File: src/inc/rvm_pkg.sv
// Constants, types and encodings for the reset and voltage monitor block.
// Assumes a single 200 MHz clock and comparator/pin inputs that are asynchronous.
// Summary of operation
// Low reset pin forces chip reset
// Power-on comparator low produces power-on reset
// Monitor 0: reset below, delayed release
// Monitors 1/2 reset, selectable release timing
// Crossing interrupt: fall/rise/both, maskable or not
// Optional filter sampling at low-speed clock/n x2
// Live level flag and sticky crossing flag
// Monitors 1/2 use 4-bit five-level select
// Monitor 0 uses 2-bit two-level select
// Crossing pulses event-link output
// Independent watchdog underflow/window error resets
// Main watchdog underflow/refresh error resets
// Deep-standby wake interrupt produces reset
// Mode pins sampled at reset release
// Software may switch operating mode later
// Last reset cause kept across reset
// Any source holds reset until released
`default_nettype none
package rvm_pkg;
  localparam int unsigned CLK_HZ          = 200_000_000;
  // Release delay after supply recovers, in microseconds
  localparam int unsigned REL_DELAY_US    = 100;
  localparam int unsigned REL_DELAY_CYC   = REL_DELAY_US * (CLK_HZ / 1_000_000);
  localparam int unsigned CNT_W           = 24;
  localparam logic [1:0]  SYNC_RESET      = 2'h0;
  localparam logic [3:0]  LVL_MAX         = 4'h4;    // Five valid levels 0..4
  localparam logic [1:0]  LVL0_MAX        = 2'h1;    // Two valid levels 0..1
  localparam logic [3:0]  LVL_RESET       = 4'h0;
  localparam logic [4:0]  DIV_RESET       = 5'h00;
  localparam int unsigned CAUSE_W         = 9;
  // Cause bit positions
  localparam int unsigned C_PIN  = 0;
  localparam int unsigned C_POR  = 1;
  localparam int unsigned C_MON0 = 2;
  localparam int unsigned C_MON1 = 3;
  localparam int unsigned C_MON2 = 4;
  localparam int unsigned C_IWD  = 5;
  localparam int unsigned C_WD   = 6;
  localparam int unsigned C_DSB  = 7;
  localparam int unsigned C_SW   = 8;

  typedef enum logic [1:0] {
    RVM_IRQ_FALL = 2'h0,
    RVM_IRQ_RISE = 2'h1,
    RVM_IRQ_BOTH = 2'h2
  } rvm_irq_edge_e;

  typedef enum logic [1:0] {
    RVM_DIV2 = 2'h0, RVM_DIV4 = 2'h1, RVM_DIV8 = 2'h2, RVM_DIV16 = 2'h3
  } rvm_div_e;

  typedef enum logic [2:0] {
    RVM_BOOT_SINGLE = 3'h0,
    RVM_BOOT_SERIAL = 3'h1,
    RVM_BOOT_USB    = 3'h2,
    RVM_BOOT_WIRE   = 3'h3,
    RVM_BOOT_USER   = 3'h4
  } rvm_boot_e;

  typedef enum logic [1:0] {
    RVM_OP_SINGLE = 2'h0,
    RVM_OP_USER   = 2'h1,
    RVM_OP_EXT_NOROM = 2'h2,
    RVM_OP_EXT_ROM   = 2'h3
  } rvm_op_e;

  // Per-channel configuration for monitors 1 and 2
  typedef struct packed {
    logic          enable;
    logic          reset_en;
    logic          release_from_drop;  // 1: delay counted from the drop
    logic          filter_en;
    rvm_div_e      filter_div;
    rvm_irq_edge_e irq_edge;
    logic          irq_en;
    logic          irq_nmi;
    logic [3:0]    level_sel;
  } rvm_chan_cfg_s;

  typedef struct packed {
    logic level_flag;     // 1: supply above threshold
    logic crossing_flag;
    logic irq_maskable;
    logic irq_nmi;
    logic event_pulse;
    logic reset_req;
  } rvm_chan_stat_s;
endpackage
`default_nettype wire

File: src/hdl/rvm_channel.sv
// One monitor channel (1 or 2): filter, flags, interrupt, event and reset timing.
// Assumes the comparator and low-speed oscillator inputs are already synchronised.
`timescale 1ns/1ps
`default_nettype none
module rvm_channel (
  input  wire logic                    i_clk,
  input  wire logic                    i_resetn,
  input  wire logic                    i_cmp_above,
  input  wire logic                    i_lsclk_tick,
  input  wire logic                    i_clr_crossing,
  input  wire rvm_pkg::rvm_chan_cfg_s  i_cfg,
  output rvm_pkg::rvm_chan_stat_s      o_stat
);
  import rvm_pkg::*;

  logic [4:0]        div_reg;
  logic              sample_tick;
  logic [1:0]        filt_reg;
  logic              level_reg;
  logic              level_next;
  logic              cross_reg;
  logic              irq_reg;
  logic              event_reg;
  logic              rst_reg;
  logic [CNT_W-1:0]  cnt_reg;
  logic              fall;
  logic              rise;
  logic              hit;

  function automatic logic [4:0] div_mask(input rvm_div_e d);
    case (d)
      RVM_DIV2: div_mask = 5'h03;
      RVM_DIV4: div_mask = 5'h07;
      RVM_DIV8: div_mask = 5'h0f;
      default:  div_mask = 5'h1f;
    endcase
  endfunction

  // --------------------------------------------------------------
  // Digital filter
  // --------------------------------------------------------------
  // Sample every 2n low-speed ticks; two equal samples are needed
  assign sample_tick = i_lsclk_tick && ((div_reg & div_mask(i_cfg.filter_div)) == 5'h00);

  always_ff @(posedge i_clk or negedge i_resetn) begin
    if (!i_resetn) begin
      div_reg <= DIV_RESET;
    end else if (i_lsclk_tick) begin
      div_reg <= div_reg + 5'h01;
    end
  end

  always_ff @(posedge i_clk or negedge i_resetn) begin
    if (!i_resetn) begin
      filt_reg <= 2'h3;
    end else if (sample_tick) begin
      filt_reg <= {filt_reg[0], i_cmp_above};
    end
  end

  always_comb begin
    level_next = level_reg;
    if (!i_cfg.filter_en) begin
      level_next = i_cmp_above;
    end else if (filt_reg[1] == filt_reg[0]) begin
      level_next = filt_reg[0];
    end
  end

  // --------------------------------------------------------------
  // Flags, interrupt and event
  // --------------------------------------------------------------
  assign fall = i_cfg.enable && level_reg && !level_next;
  assign rise = i_cfg.enable && !level_reg && level_next;
  assign hit  = (i_cfg.irq_edge == RVM_IRQ_FALL) ? fall :
                (i_cfg.irq_edge == RVM_IRQ_RISE) ? rise : (fall || rise);

  always_ff @(posedge i_clk or negedge i_resetn) begin
    if (!i_resetn) begin
      level_reg <= 1'b1;
    end else begin
      level_reg <= level_next;
    end
  end

  // Set wins over a clear in the same cycle
  always_ff @(posedge i_clk or negedge i_resetn) begin
    if (!i_resetn) begin
      cross_reg <= 1'b0;
    end else if (fall || rise) begin
      cross_reg <= 1'b1;
    end else if (i_clr_crossing) begin
      cross_reg <= 1'b0;
    end
  end

  always_ff @(posedge i_clk or negedge i_resetn) begin
    if (!i_resetn) begin
      irq_reg   <= 1'b0;
      event_reg <= 1'b0;
    end else begin
      irq_reg   <= i_cfg.irq_en && hit;
      event_reg <= fall || rise;
    end
  end

  // --------------------------------------------------------------
  // Reset request and release timing
  // --------------------------------------------------------------
  // Recovery mode restarts the delay whenever the level is low again;
  // drop mode runs the delay once from the falling crossing.
  always_ff @(posedge i_clk or negedge i_resetn) begin
    if (!i_resetn) begin
      rst_reg <= 1'b0;
      cnt_reg <= '0;
    end else if (!(i_cfg.enable && i_cfg.reset_en)) begin
      rst_reg <= 1'b0;
      cnt_reg <= '0;
    end else if (fall) begin
      rst_reg <= 1'b1;
      cnt_reg <= CNT_W'(REL_DELAY_CYC);
    end else if (rst_reg) begin
      if (!level_reg && !i_cfg.release_from_drop) begin
        cnt_reg <= CNT_W'(REL_DELAY_CYC);
      end else if (cnt_reg == '0) begin
        rst_reg <= 1'b0;
      end else begin
        cnt_reg <= cnt_reg - CNT_W'(1);
      end
    end
  end

  assign o_stat.level_flag    = level_reg;
  assign o_stat.crossing_flag = cross_reg;
  assign o_stat.irq_maskable  = irq_reg && !i_cfg.irq_nmi;
  assign o_stat.irq_nmi       = irq_reg && i_cfg.irq_nmi;
  assign o_stat.event_pulse   = event_reg;
  assign o_stat.reset_req     = rst_reg;
endmodule
`default_nettype wire

File: src/hdl/rvm_top.sv
// Reset source collection, voltage monitor channels and boot mode capture.
// Assumes analog comparators, reset pin and oscillator arrive asynchronously;
// watchdog and software requests are pulses on i_clk.
`timescale 1ns/1ps
`default_nettype none
module rvm_top (
  input  wire logic                  i_clk,
  input  wire logic                  i_resetn,
  input  wire logic                  i_ext_reset_pin_n,
  input  wire logic                  i_por_above,
  input  wire logic                  i_mon0_above,
  input  wire logic                  i_mon1_above,
  input  wire logic                  i_mon2_above,
  input  wire logic                  i_low_speed_oscillator,
  input  wire logic [1:0]            i_mode_pins,
  input  wire logic                  i_mode_usb,
  input  wire logic                  i_independent_watchdog_underflow,
  input  wire logic                  i_independent_watchdog_window_err,
  input  wire logic                  i_wdt_underflow,
  input  wire logic                  i_wdt_refresh_err,
  input  wire logic                  i_dsb_wake_irq,
  input  wire logic                  i_sw_reset,
  input  wire logic                  i_mon0_enable,
  input  wire logic [1:0]            i_monitor0_level_select,
  input  wire rvm_pkg::rvm_chan_cfg_s i_mon1_cfg,
  input  wire rvm_pkg::rvm_chan_cfg_s i_mon2_cfg,
  input  wire logic                  i_clr_cross1,
  input  wire logic                  i_clr_cross2,
  input  wire logic                  i_clr_cause,
  input  wire logic                  i_op_mode_we,
  input  wire rvm_pkg::rvm_op_e      i_op_mode,
  output logic                       o_chip_reset_n,
  output rvm_pkg::rvm_boot_e         o_boot_mode,
  output rvm_pkg::rvm_op_e           o_op_mode,
  output logic [1:0]                 o_mon0_level,
  output logic [3:0]                 o_mon1_level,
  output logic [3:0]                 o_mon2_level,
  output rvm_pkg::rvm_chan_stat_s    o_mon1_stat,
  output rvm_pkg::rvm_chan_stat_s    o_mon2_stat,
  output logic [rvm_pkg::CAUSE_W-1:0] o_reset_cause
);
  import rvm_pkg::*;

  // --------------------------------------------------------------
  // Input synchronisers
  // --------------------------------------------------------------
  logic [1:0] s_pin, s_por, s_m0, s_m1, s_m2, s_ls, s_md0, s_md1, s_usb;
  logic       ls_prev_reg;
  logic       ls_tick;

  always_ff @(posedge i_clk or negedge i_resetn) begin
    if (!i_resetn) begin
      s_pin <= SYNC_RESET;
      s_por <= SYNC_RESET;
      s_m0  <= 2'h3;
      s_m1  <= 2'h3;
      s_m2  <= 2'h3;
      s_ls  <= SYNC_RESET;
      s_md0 <= SYNC_RESET;
      s_md1 <= SYNC_RESET;
      s_usb <= SYNC_RESET;
    end else begin
      s_pin <= {s_pin[0], i_ext_reset_pin_n};
      s_por <= {s_por[0], i_por_above};
      s_m0  <= {s_m0[0], i_mon0_above};
      s_m1  <= {s_m1[0], i_mon1_above};
      s_m2  <= {s_m2[0], i_mon2_above};
      s_ls  <= {s_ls[0], i_low_speed_oscillator};
      s_md0 <= {s_md0[0], i_mode_pins[0]};
      s_md1 <= {s_md1[0], i_mode_pins[1]};
      s_usb <= {s_usb[0], i_mode_usb};
    end
  end

  always_ff @(posedge i_clk or negedge i_resetn) begin
    if (!i_resetn) begin
      ls_prev_reg <= 1'b0;
    end else begin
      ls_prev_reg <= s_ls[1];
    end
  end
  assign ls_tick = s_ls[1] && !ls_prev_reg;

  // --------------------------------------------------------------
  // Level selects, clamped to the valid codes
  // --------------------------------------------------------------
  function automatic logic [3:0] clamp_lvl(input logic [3:0] v);
    clamp_lvl = (v > LVL_MAX) ? LVL_MAX : v;
  endfunction

  always_ff @(posedge i_clk or negedge i_resetn) begin
    if (!i_resetn) begin
      o_mon0_level <= 2'h0;
      o_mon1_level <= LVL_RESET;
      o_mon2_level <= LVL_RESET;
    end else begin
      o_mon0_level <= (i_monitor0_level_select > LVL0_MAX) ? LVL0_MAX
                                                           : i_monitor0_level_select;
      o_mon1_level <= clamp_lvl(i_mon1_cfg.level_sel);
      o_mon2_level <= clamp_lvl(i_mon2_cfg.level_sel);
    end
  end

  // --------------------------------------------------------------
  // Monitor channels 1 and 2
  // --------------------------------------------------------------
  rvm_channel u_mon1 (
    .i_clk          (i_clk),
    .i_resetn       (i_resetn),
    .i_cmp_above    (s_m1[1]),
    .i_lsclk_tick   (ls_tick),
    .i_clr_crossing (i_clr_cross1),
    .i_cfg          (i_mon1_cfg),
    .o_stat         (o_mon1_stat)
  );

  rvm_channel u_mon2 (
    .i_clk          (i_clk),
    .i_resetn       (i_resetn),
    .i_cmp_above    (s_m2[1]),
    .i_lsclk_tick   (ls_tick),
    .i_clr_crossing (i_clr_cross2),
    .i_cfg          (i_mon2_cfg),
    .o_stat         (o_mon2_stat)
  );

  // --------------------------------------------------------------
  // Monitor 0 and power-on: hold while low, then fixed release delay
  // --------------------------------------------------------------
  logic [CNT_W-1:0] m0_cnt_reg;
  logic             m0_rst_reg;
  logic [CNT_W-1:0] por_cnt_reg;
  logic             por_rst_reg;

  always_ff @(posedge i_clk or negedge i_resetn) begin
    if (!i_resetn) begin
      m0_rst_reg <= 1'b0;
      m0_cnt_reg <= '0;
    end else if (!i_mon0_enable) begin
      m0_rst_reg <= 1'b0;
      m0_cnt_reg <= '0;
    end else if (!s_m0[1]) begin
      m0_rst_reg <= 1'b1;
      m0_cnt_reg <= CNT_W'(REL_DELAY_CYC);
    end else if (m0_cnt_reg != '0) begin
      m0_cnt_reg <= m0_cnt_reg - CNT_W'(1);
    end else begin
      m0_rst_reg <= 1'b0;
    end
  end

  // Comes up in reset so the chip waits for the supply after power-up
  always_ff @(posedge i_clk or negedge i_resetn) begin
    if (!i_resetn) begin
      por_rst_reg <= 1'b1;
      por_cnt_reg <= CNT_W'(REL_DELAY_CYC);
    end else if (!s_por[1]) begin
      por_rst_reg <= 1'b1;
      por_cnt_reg <= CNT_W'(REL_DELAY_CYC);
    end else if (por_cnt_reg != '0) begin
      por_cnt_reg <= por_cnt_reg - CNT_W'(1);
    end else begin
      por_rst_reg <= 1'b0;
    end
  end

  // --------------------------------------------------------------
  // Reset combination and cause capture
  // --------------------------------------------------------------
  logic [CAUSE_W-1:0] src;
  logic               pulse_rst_reg;
  logic               chip_rst;
  logic               chip_rst_prev_reg;

  // Pulse sources hold reset for one cycle beyond the request
  always_ff @(posedge i_clk or negedge i_resetn) begin
    if (!i_resetn) begin
      pulse_rst_reg <= 1'b0;
    end else begin
      pulse_rst_reg <= i_independent_watchdog_underflow || i_independent_watchdog_window_err || i_wdt_underflow ||
                       i_wdt_refresh_err || i_dsb_wake_irq || i_sw_reset;
    end
  end

  always_comb begin
    src         = '0;
    src[C_PIN]  = !s_pin[1];
    src[C_POR]  = por_rst_reg;
    src[C_MON0] = m0_rst_reg;
    src[C_MON1] = o_mon1_stat.reset_req;
    src[C_MON2] = o_mon2_stat.reset_req;
    src[C_IWD]  = i_independent_watchdog_underflow || i_independent_watchdog_window_err;
    src[C_WD]   = i_wdt_underflow || i_wdt_refresh_err;
    src[C_DSB]  = i_dsb_wake_irq;
    src[C_SW]   = i_sw_reset;
  end

  assign chip_rst = (|src) || pulse_rst_reg;

  always_ff @(posedge i_clk or negedge i_resetn) begin
    if (!i_resetn) begin
      o_chip_reset_n    <= 1'b0;
      chip_rst_prev_reg <= 1'b1;
    end else begin
      o_chip_reset_n    <= !chip_rst;
      chip_rst_prev_reg <= chip_rst;
    end
  end

  // Cause flags live on i_resetn only, so chip reset does not clear them
  always_ff @(posedge i_clk or negedge i_resetn) begin
    if (!i_resetn) begin
      o_reset_cause <= '0;
    end else if (|src) begin
      o_reset_cause <= src;
    end else if (i_clr_cause) begin
      o_reset_cause <= '0;
    end
  end

  // --------------------------------------------------------------
  // Boot and operating mode
  // --------------------------------------------------------------
  logic release_edge;
  assign release_edge = chip_rst_prev_reg && !chip_rst;

  always_ff @(posedge i_clk or negedge i_resetn) begin
    if (!i_resetn) begin
      o_boot_mode <= RVM_BOOT_SINGLE;
    end else if (release_edge) begin
      case ({s_md1[1], s_md0[1]})
        2'h3: o_boot_mode <= RVM_BOOT_SINGLE;
        2'h2: o_boot_mode <= RVM_BOOT_USER;
        2'h1: o_boot_mode <= RVM_BOOT_WIRE;
        default: o_boot_mode <= s_usb[1] ? RVM_BOOT_USB : RVM_BOOT_SERIAL;
      endcase
    end
  end

  always_ff @(posedge i_clk or negedge i_resetn) begin
    if (!i_resetn) begin
      o_op_mode <= RVM_OP_SINGLE;
    end else if (release_edge) begin
      o_op_mode <= ({s_md1[1], s_md0[1]} == 2'h2) ? RVM_OP_USER : RVM_OP_SINGLE;
    end else if (i_op_mode_we && o_chip_reset_n) begin
      o_op_mode <= i_op_mode;
    end
  end
endmodule
`default_nettype wire

File: config.mk
export PLATFORM = sky130hd
export DESIGN_NAME = rvm_top
export DESIGN_NICKNAME = d
export VERILOG_FILES = /design/src/inc/rvm_pkg.sv /design/src/hdl/rvm_channel.sv /design/src/hdl/rvm_top.sv
export SDC_FILE = /design/constraint.sdc
export NUM_CORES = 1
export LEC_CHECK = 0
export BUFFER_PORTS_ARGS = -buffer_cell sky130_fd_sc_hd__buf_2
export CAP_MARGIN = 20
export CORE_MARGIN = 3
export CORE_UTILIZATION = 53
export DETAILED_ROUTE_END_ITERATION = 6
export HOLD_SLACK_MARGIN = 0.15
export PLACE_DENSITY_LB_ADDON = 0.25
export SLEW_MARGIN = 20
export SYNTH_ARGS = -nofsm -noshare
export SYNTH_HDL_FRONTEND = slang
export SYNTH_SLANG_ARGS = --single-unit
File: constraint.sdc
create_clock -name i_clk -period 2.5 [get_ports i_clk]
set_input_delay 0.125 -clock i_clk [delete_from_list [all_inputs] [get_ports i_clk]]
set_output_delay 0.125 -clock i_clk [all_outputs]
set_load 0.03 [all_outputs]
==> tab_implementation.tex <==
\begin{tabular}{lr}
\hline
Metric & Value \\
\hline
\multicolumn{2}{l}{\textbf{Status}} \\
Run status & completed \\
\multicolumn{2}{l}{\textbf{Setup path}} \\
Kind of start point of the critical path & register \\
Arrival time reported for the critical path endpoint & 2750 ps \\
Slack of the worst reg-to-reg path & 100 ps \\
Element type at the critical path end & register \\
Worst Path Required & 2850 ps \\
Category of the most critical setup path & register to register \\
Maximum fanout along the worst path & 10 \\
\multicolumn{2}{l}{\textbf{Route}} \\
Length of the first detailed-routing pass in iterations & 5 \\
DRC errors left & 0 \\
Routed wire length & 20000 um \\
Number of nets still failing antenna checks after routing & 0 \\
Vias after detailed routing & 7109 \\
Routed length per placed instance & 16.4 um \\
Number of violations reported at the end of detailed-routing iteration 0 & 669 \\
Post-DR vias/cell & 5.85 \\
\multicolumn{2}{l}{\textbf{CTS}} \\
\# H-tree levels & 4 \\
Clock transition at path regs & 60 ps \\
Clock root buffer & clkbuf\_16 \\
Number of buffers on the longest clock path & 2 \\
TritonCTS sink count & 168 \\
Clock latency of the later-clocked register in the worst-skew pair & 420 ps \\
Clock tree from TritonCTS & yes \\
Number of clock buffers inserted by TritonCTS & 17 \\
\multicolumn{2}{l}{\textbf{Logic synthesis}} \\
Number of synthesized flops with an enable pin & 0 \\
Sequential element share of the synthesized area & 50.6\% \\
Number of synthesized register bits & 168 \\
Mapped cell area & 0.00836 mm\^{}2 \\
Synth Area per Inst & 10.2 um\^{}2 \\
Count of synthesis-stage warnings from yosys & 0 \\
Post-synthesis cell count & 820 \\
Number of unique standard cell types used by synthesis & 71 \\
Dominant synthesized flop cell & dfrtp\_1 \\
Share of synthesized registers carrying an async set or reset & 100\% \\
\multicolumn{2}{l}{\textbf{STA}} \\
Final setup viols & 0 \\
Upper clock frequency limit & 416 MHz \\
Relative slew slack & 36.4\% \\
Fin crit period & 2400 ps \\
Worst Max-Slew Pin Slew & 950 ps \\
RSZ-0062 raised after global routing & false \\
Final cycle utilization of the critical path & 96.2\% \\
Post-route clock skew & 10.8 ps \\
Final hold violation count & 0 \\
Number of slew-limit violations in the final report & 0 \\
Setup TNS after final layout & 0 ps \\
\multicolumn{2}{l}{\textbf{Die}} \\
Floorplan core area & 0.0153 mm\^{}2 \\
Initial Utilization & 54.6\% \\
Die Width & 132 um \\
Die area & 0.0173 mm\^{}2 \\
Top Ports & 91 \\
Row count & 45 \\
Die Y-Extent & 132 um \\
\multicolumn{2}{l}{\textbf{Final layout}} \\
Net count, final & 1056 \\
Fill cell count & 1188 \\
Leading cell type in the layout, fill and taps excluded & dfrtp\_1 \\
Post-Layout Cell Count & 1215 \\
Layout area overhead & 23.4\% \\
Fraction of final layout cells sized beyond drive strength 1 & 20.5\% \\
Summed area of non-filler cells in the final layout & 0.0103 mm\^{}2 \\
Commonest cells after routing, fill and taps aside & dfrtp\_1 (149), buf\_2 (89), nand2\_1 (57), dlygate4sd3\_1 (54), nor2\_1 (52) \\
Final core utilization & 67.4\% \\
\multicolumn{2}{l}{\textbf{Global routing}} \\
Number of antenna violations at the first check in global routing & 1 \\
Congestion Overflow GR & 0 \\
Tot GR Track Use & 23.7\% \\
First-pass GRT wire length & 34300 um \\
Pin count of the biggest net entering global routing & 59 \\
Via count of the first global-routing pass & 6941 \\
\multicolumn{2}{l}{\textbf{Power and ir drop}} \\
Static power due to leakage & 4.83 nW \\
Power per cell area & 716 mW/mm\^{}2 \\
VDD IR max & 545 uV \\
\multicolumn{2}{l}{\textbf{Run}} \\
Max Cap Viol & 0 \\
\multicolumn{2}{l}{\textbf{Placed design}} \\
\# placed instances & 1128 \\
Post-placement cell area & 0.00925 mm\^{}2 \\
Routability cong. & 0.866 \\
Half-perimeter wire length after detailed placement & 12900 um \\
I/O Buffers & 90 \\
\multicolumn{2}{l}{\textbf{Hold path}} \\
Class of the tightest hold or removal check & input port to async pin \\
\hline
\end{tabular}
what timing repair did:
action | in CTS | in global routing
resized for setup | 0 | 2
hold buffers | 54 | 0
buffers inserted | 0 | 0
setup endpoints to repair | 0 | 12
endpoints found under the hold margin | 153 | 0
layer usage:
| metal | wire (um) | track usage (%) | part of all wire, % |
|---|---|---|---|
| met4 | 354 | 6.42 | 1.8 |
| met2 | 9760 | 38.1 | 49 |
| met5 | 0 | 0 | 0 |
| met1 | 8930 | 32.7 | 45 |
| met3 | 918 | 4.98 | 4.6 |
worst max-delay path, stage by stage, from the launching register on:
cell and delay, ps:
dfstp_2 520, nor2b_1 230, o31a_1 310, nand2_1 200, nor2_1 770, a221o_1 310
cell usage after synthesis, drive strengths merged, types with 11 or more instances:
library cell,number,area [um^2]
a21o,15,113
and2,25,156
clkbuf,20,75.1
dfstp,19,499
o31ai,17,141
buf,16,108
nor3,30,150
nor2,53,199
nor4,31,206
ha,12,150
o21ai,26,130
inv,33,124
nand3,35,175
a21oi,19,95.1
or3,16,105
nand4,21,131
or4,20,165
xor2,17,149
xnor2,23,201
a221o,11,110
dfrtp,149,3730
o211ai,22,165
nand2,58,218
power by group:
part | internal, mW | total (mW) | switching, mW
logic | 0.767 | 1.80 | 1.03
registers | 3.01 | 3.25 | 0.241
clock network | 1.31 | 2.34 | 1.03
kinds of logic (layout without fill, tap and decap cells):
logic type / after synthesis / in the layout / synth area share [%]
AND/OR/NAND/NOR: 329 / 329 / 21.3
AO/OA/AOI/OAI: 191 / 191 / 17.2
flip-flops: 168 / 168 / 50.6
buffers and inverters: 69 / 250 / 3.67
XOR/XNOR: 40 / 40 / 4.19
adder cells (fa/ha/maj): 12 / 12 / 1.80
multiplexers: 10 / 10 / 1.29
other: 1 / 4 / 0.0448
cell type report:
class,instances,area [um^2],area share [%]
clock buffer,23,468,4.53
antenna,1,2.50,0.0242
multi-input combinational,585,3850,37.3
tap,211,264,2.56
inverter,33,124,1.20
clock inverter,9,55.1,0.533
timing repair buffer,185,1330,12.9
sequential,168,4230,41.0
per-stage QoR:
step / worst slack (ps) / power, mW / hold slack (ps)
after global placement: 200 / 4.95 / 119
after global routing: 8.45 / 7.83 / 260
final: 95.9 / 7.39 / 213
after CTS: 28.1 / 7.44 / 211
after detailed placement: 160 / 4.98 / 118
after floorplan: 129 / 4.47 / -171
worst paths after layout:
path | start | cells past startpoint | end
setup / recovery | s_m1[1] | 5 | u_mon1.cnt_reg[7]
hold / removal | i_resetn | 2 | s_md0[0]
setup reg to reg | s_m1[1] | 5 | u_mon1.cnt_reg[7]
hold reg to reg | s_md1[0] | 0 | s_md1[1]
max in group asynchronous | i_resetn | 3 | s_m1[0]
min in group i_clk | i_mon2_cfg[9] | 4 | u_mon2.filt_reg[1]
Note: power is estimated with default switching activity, not from simulation.
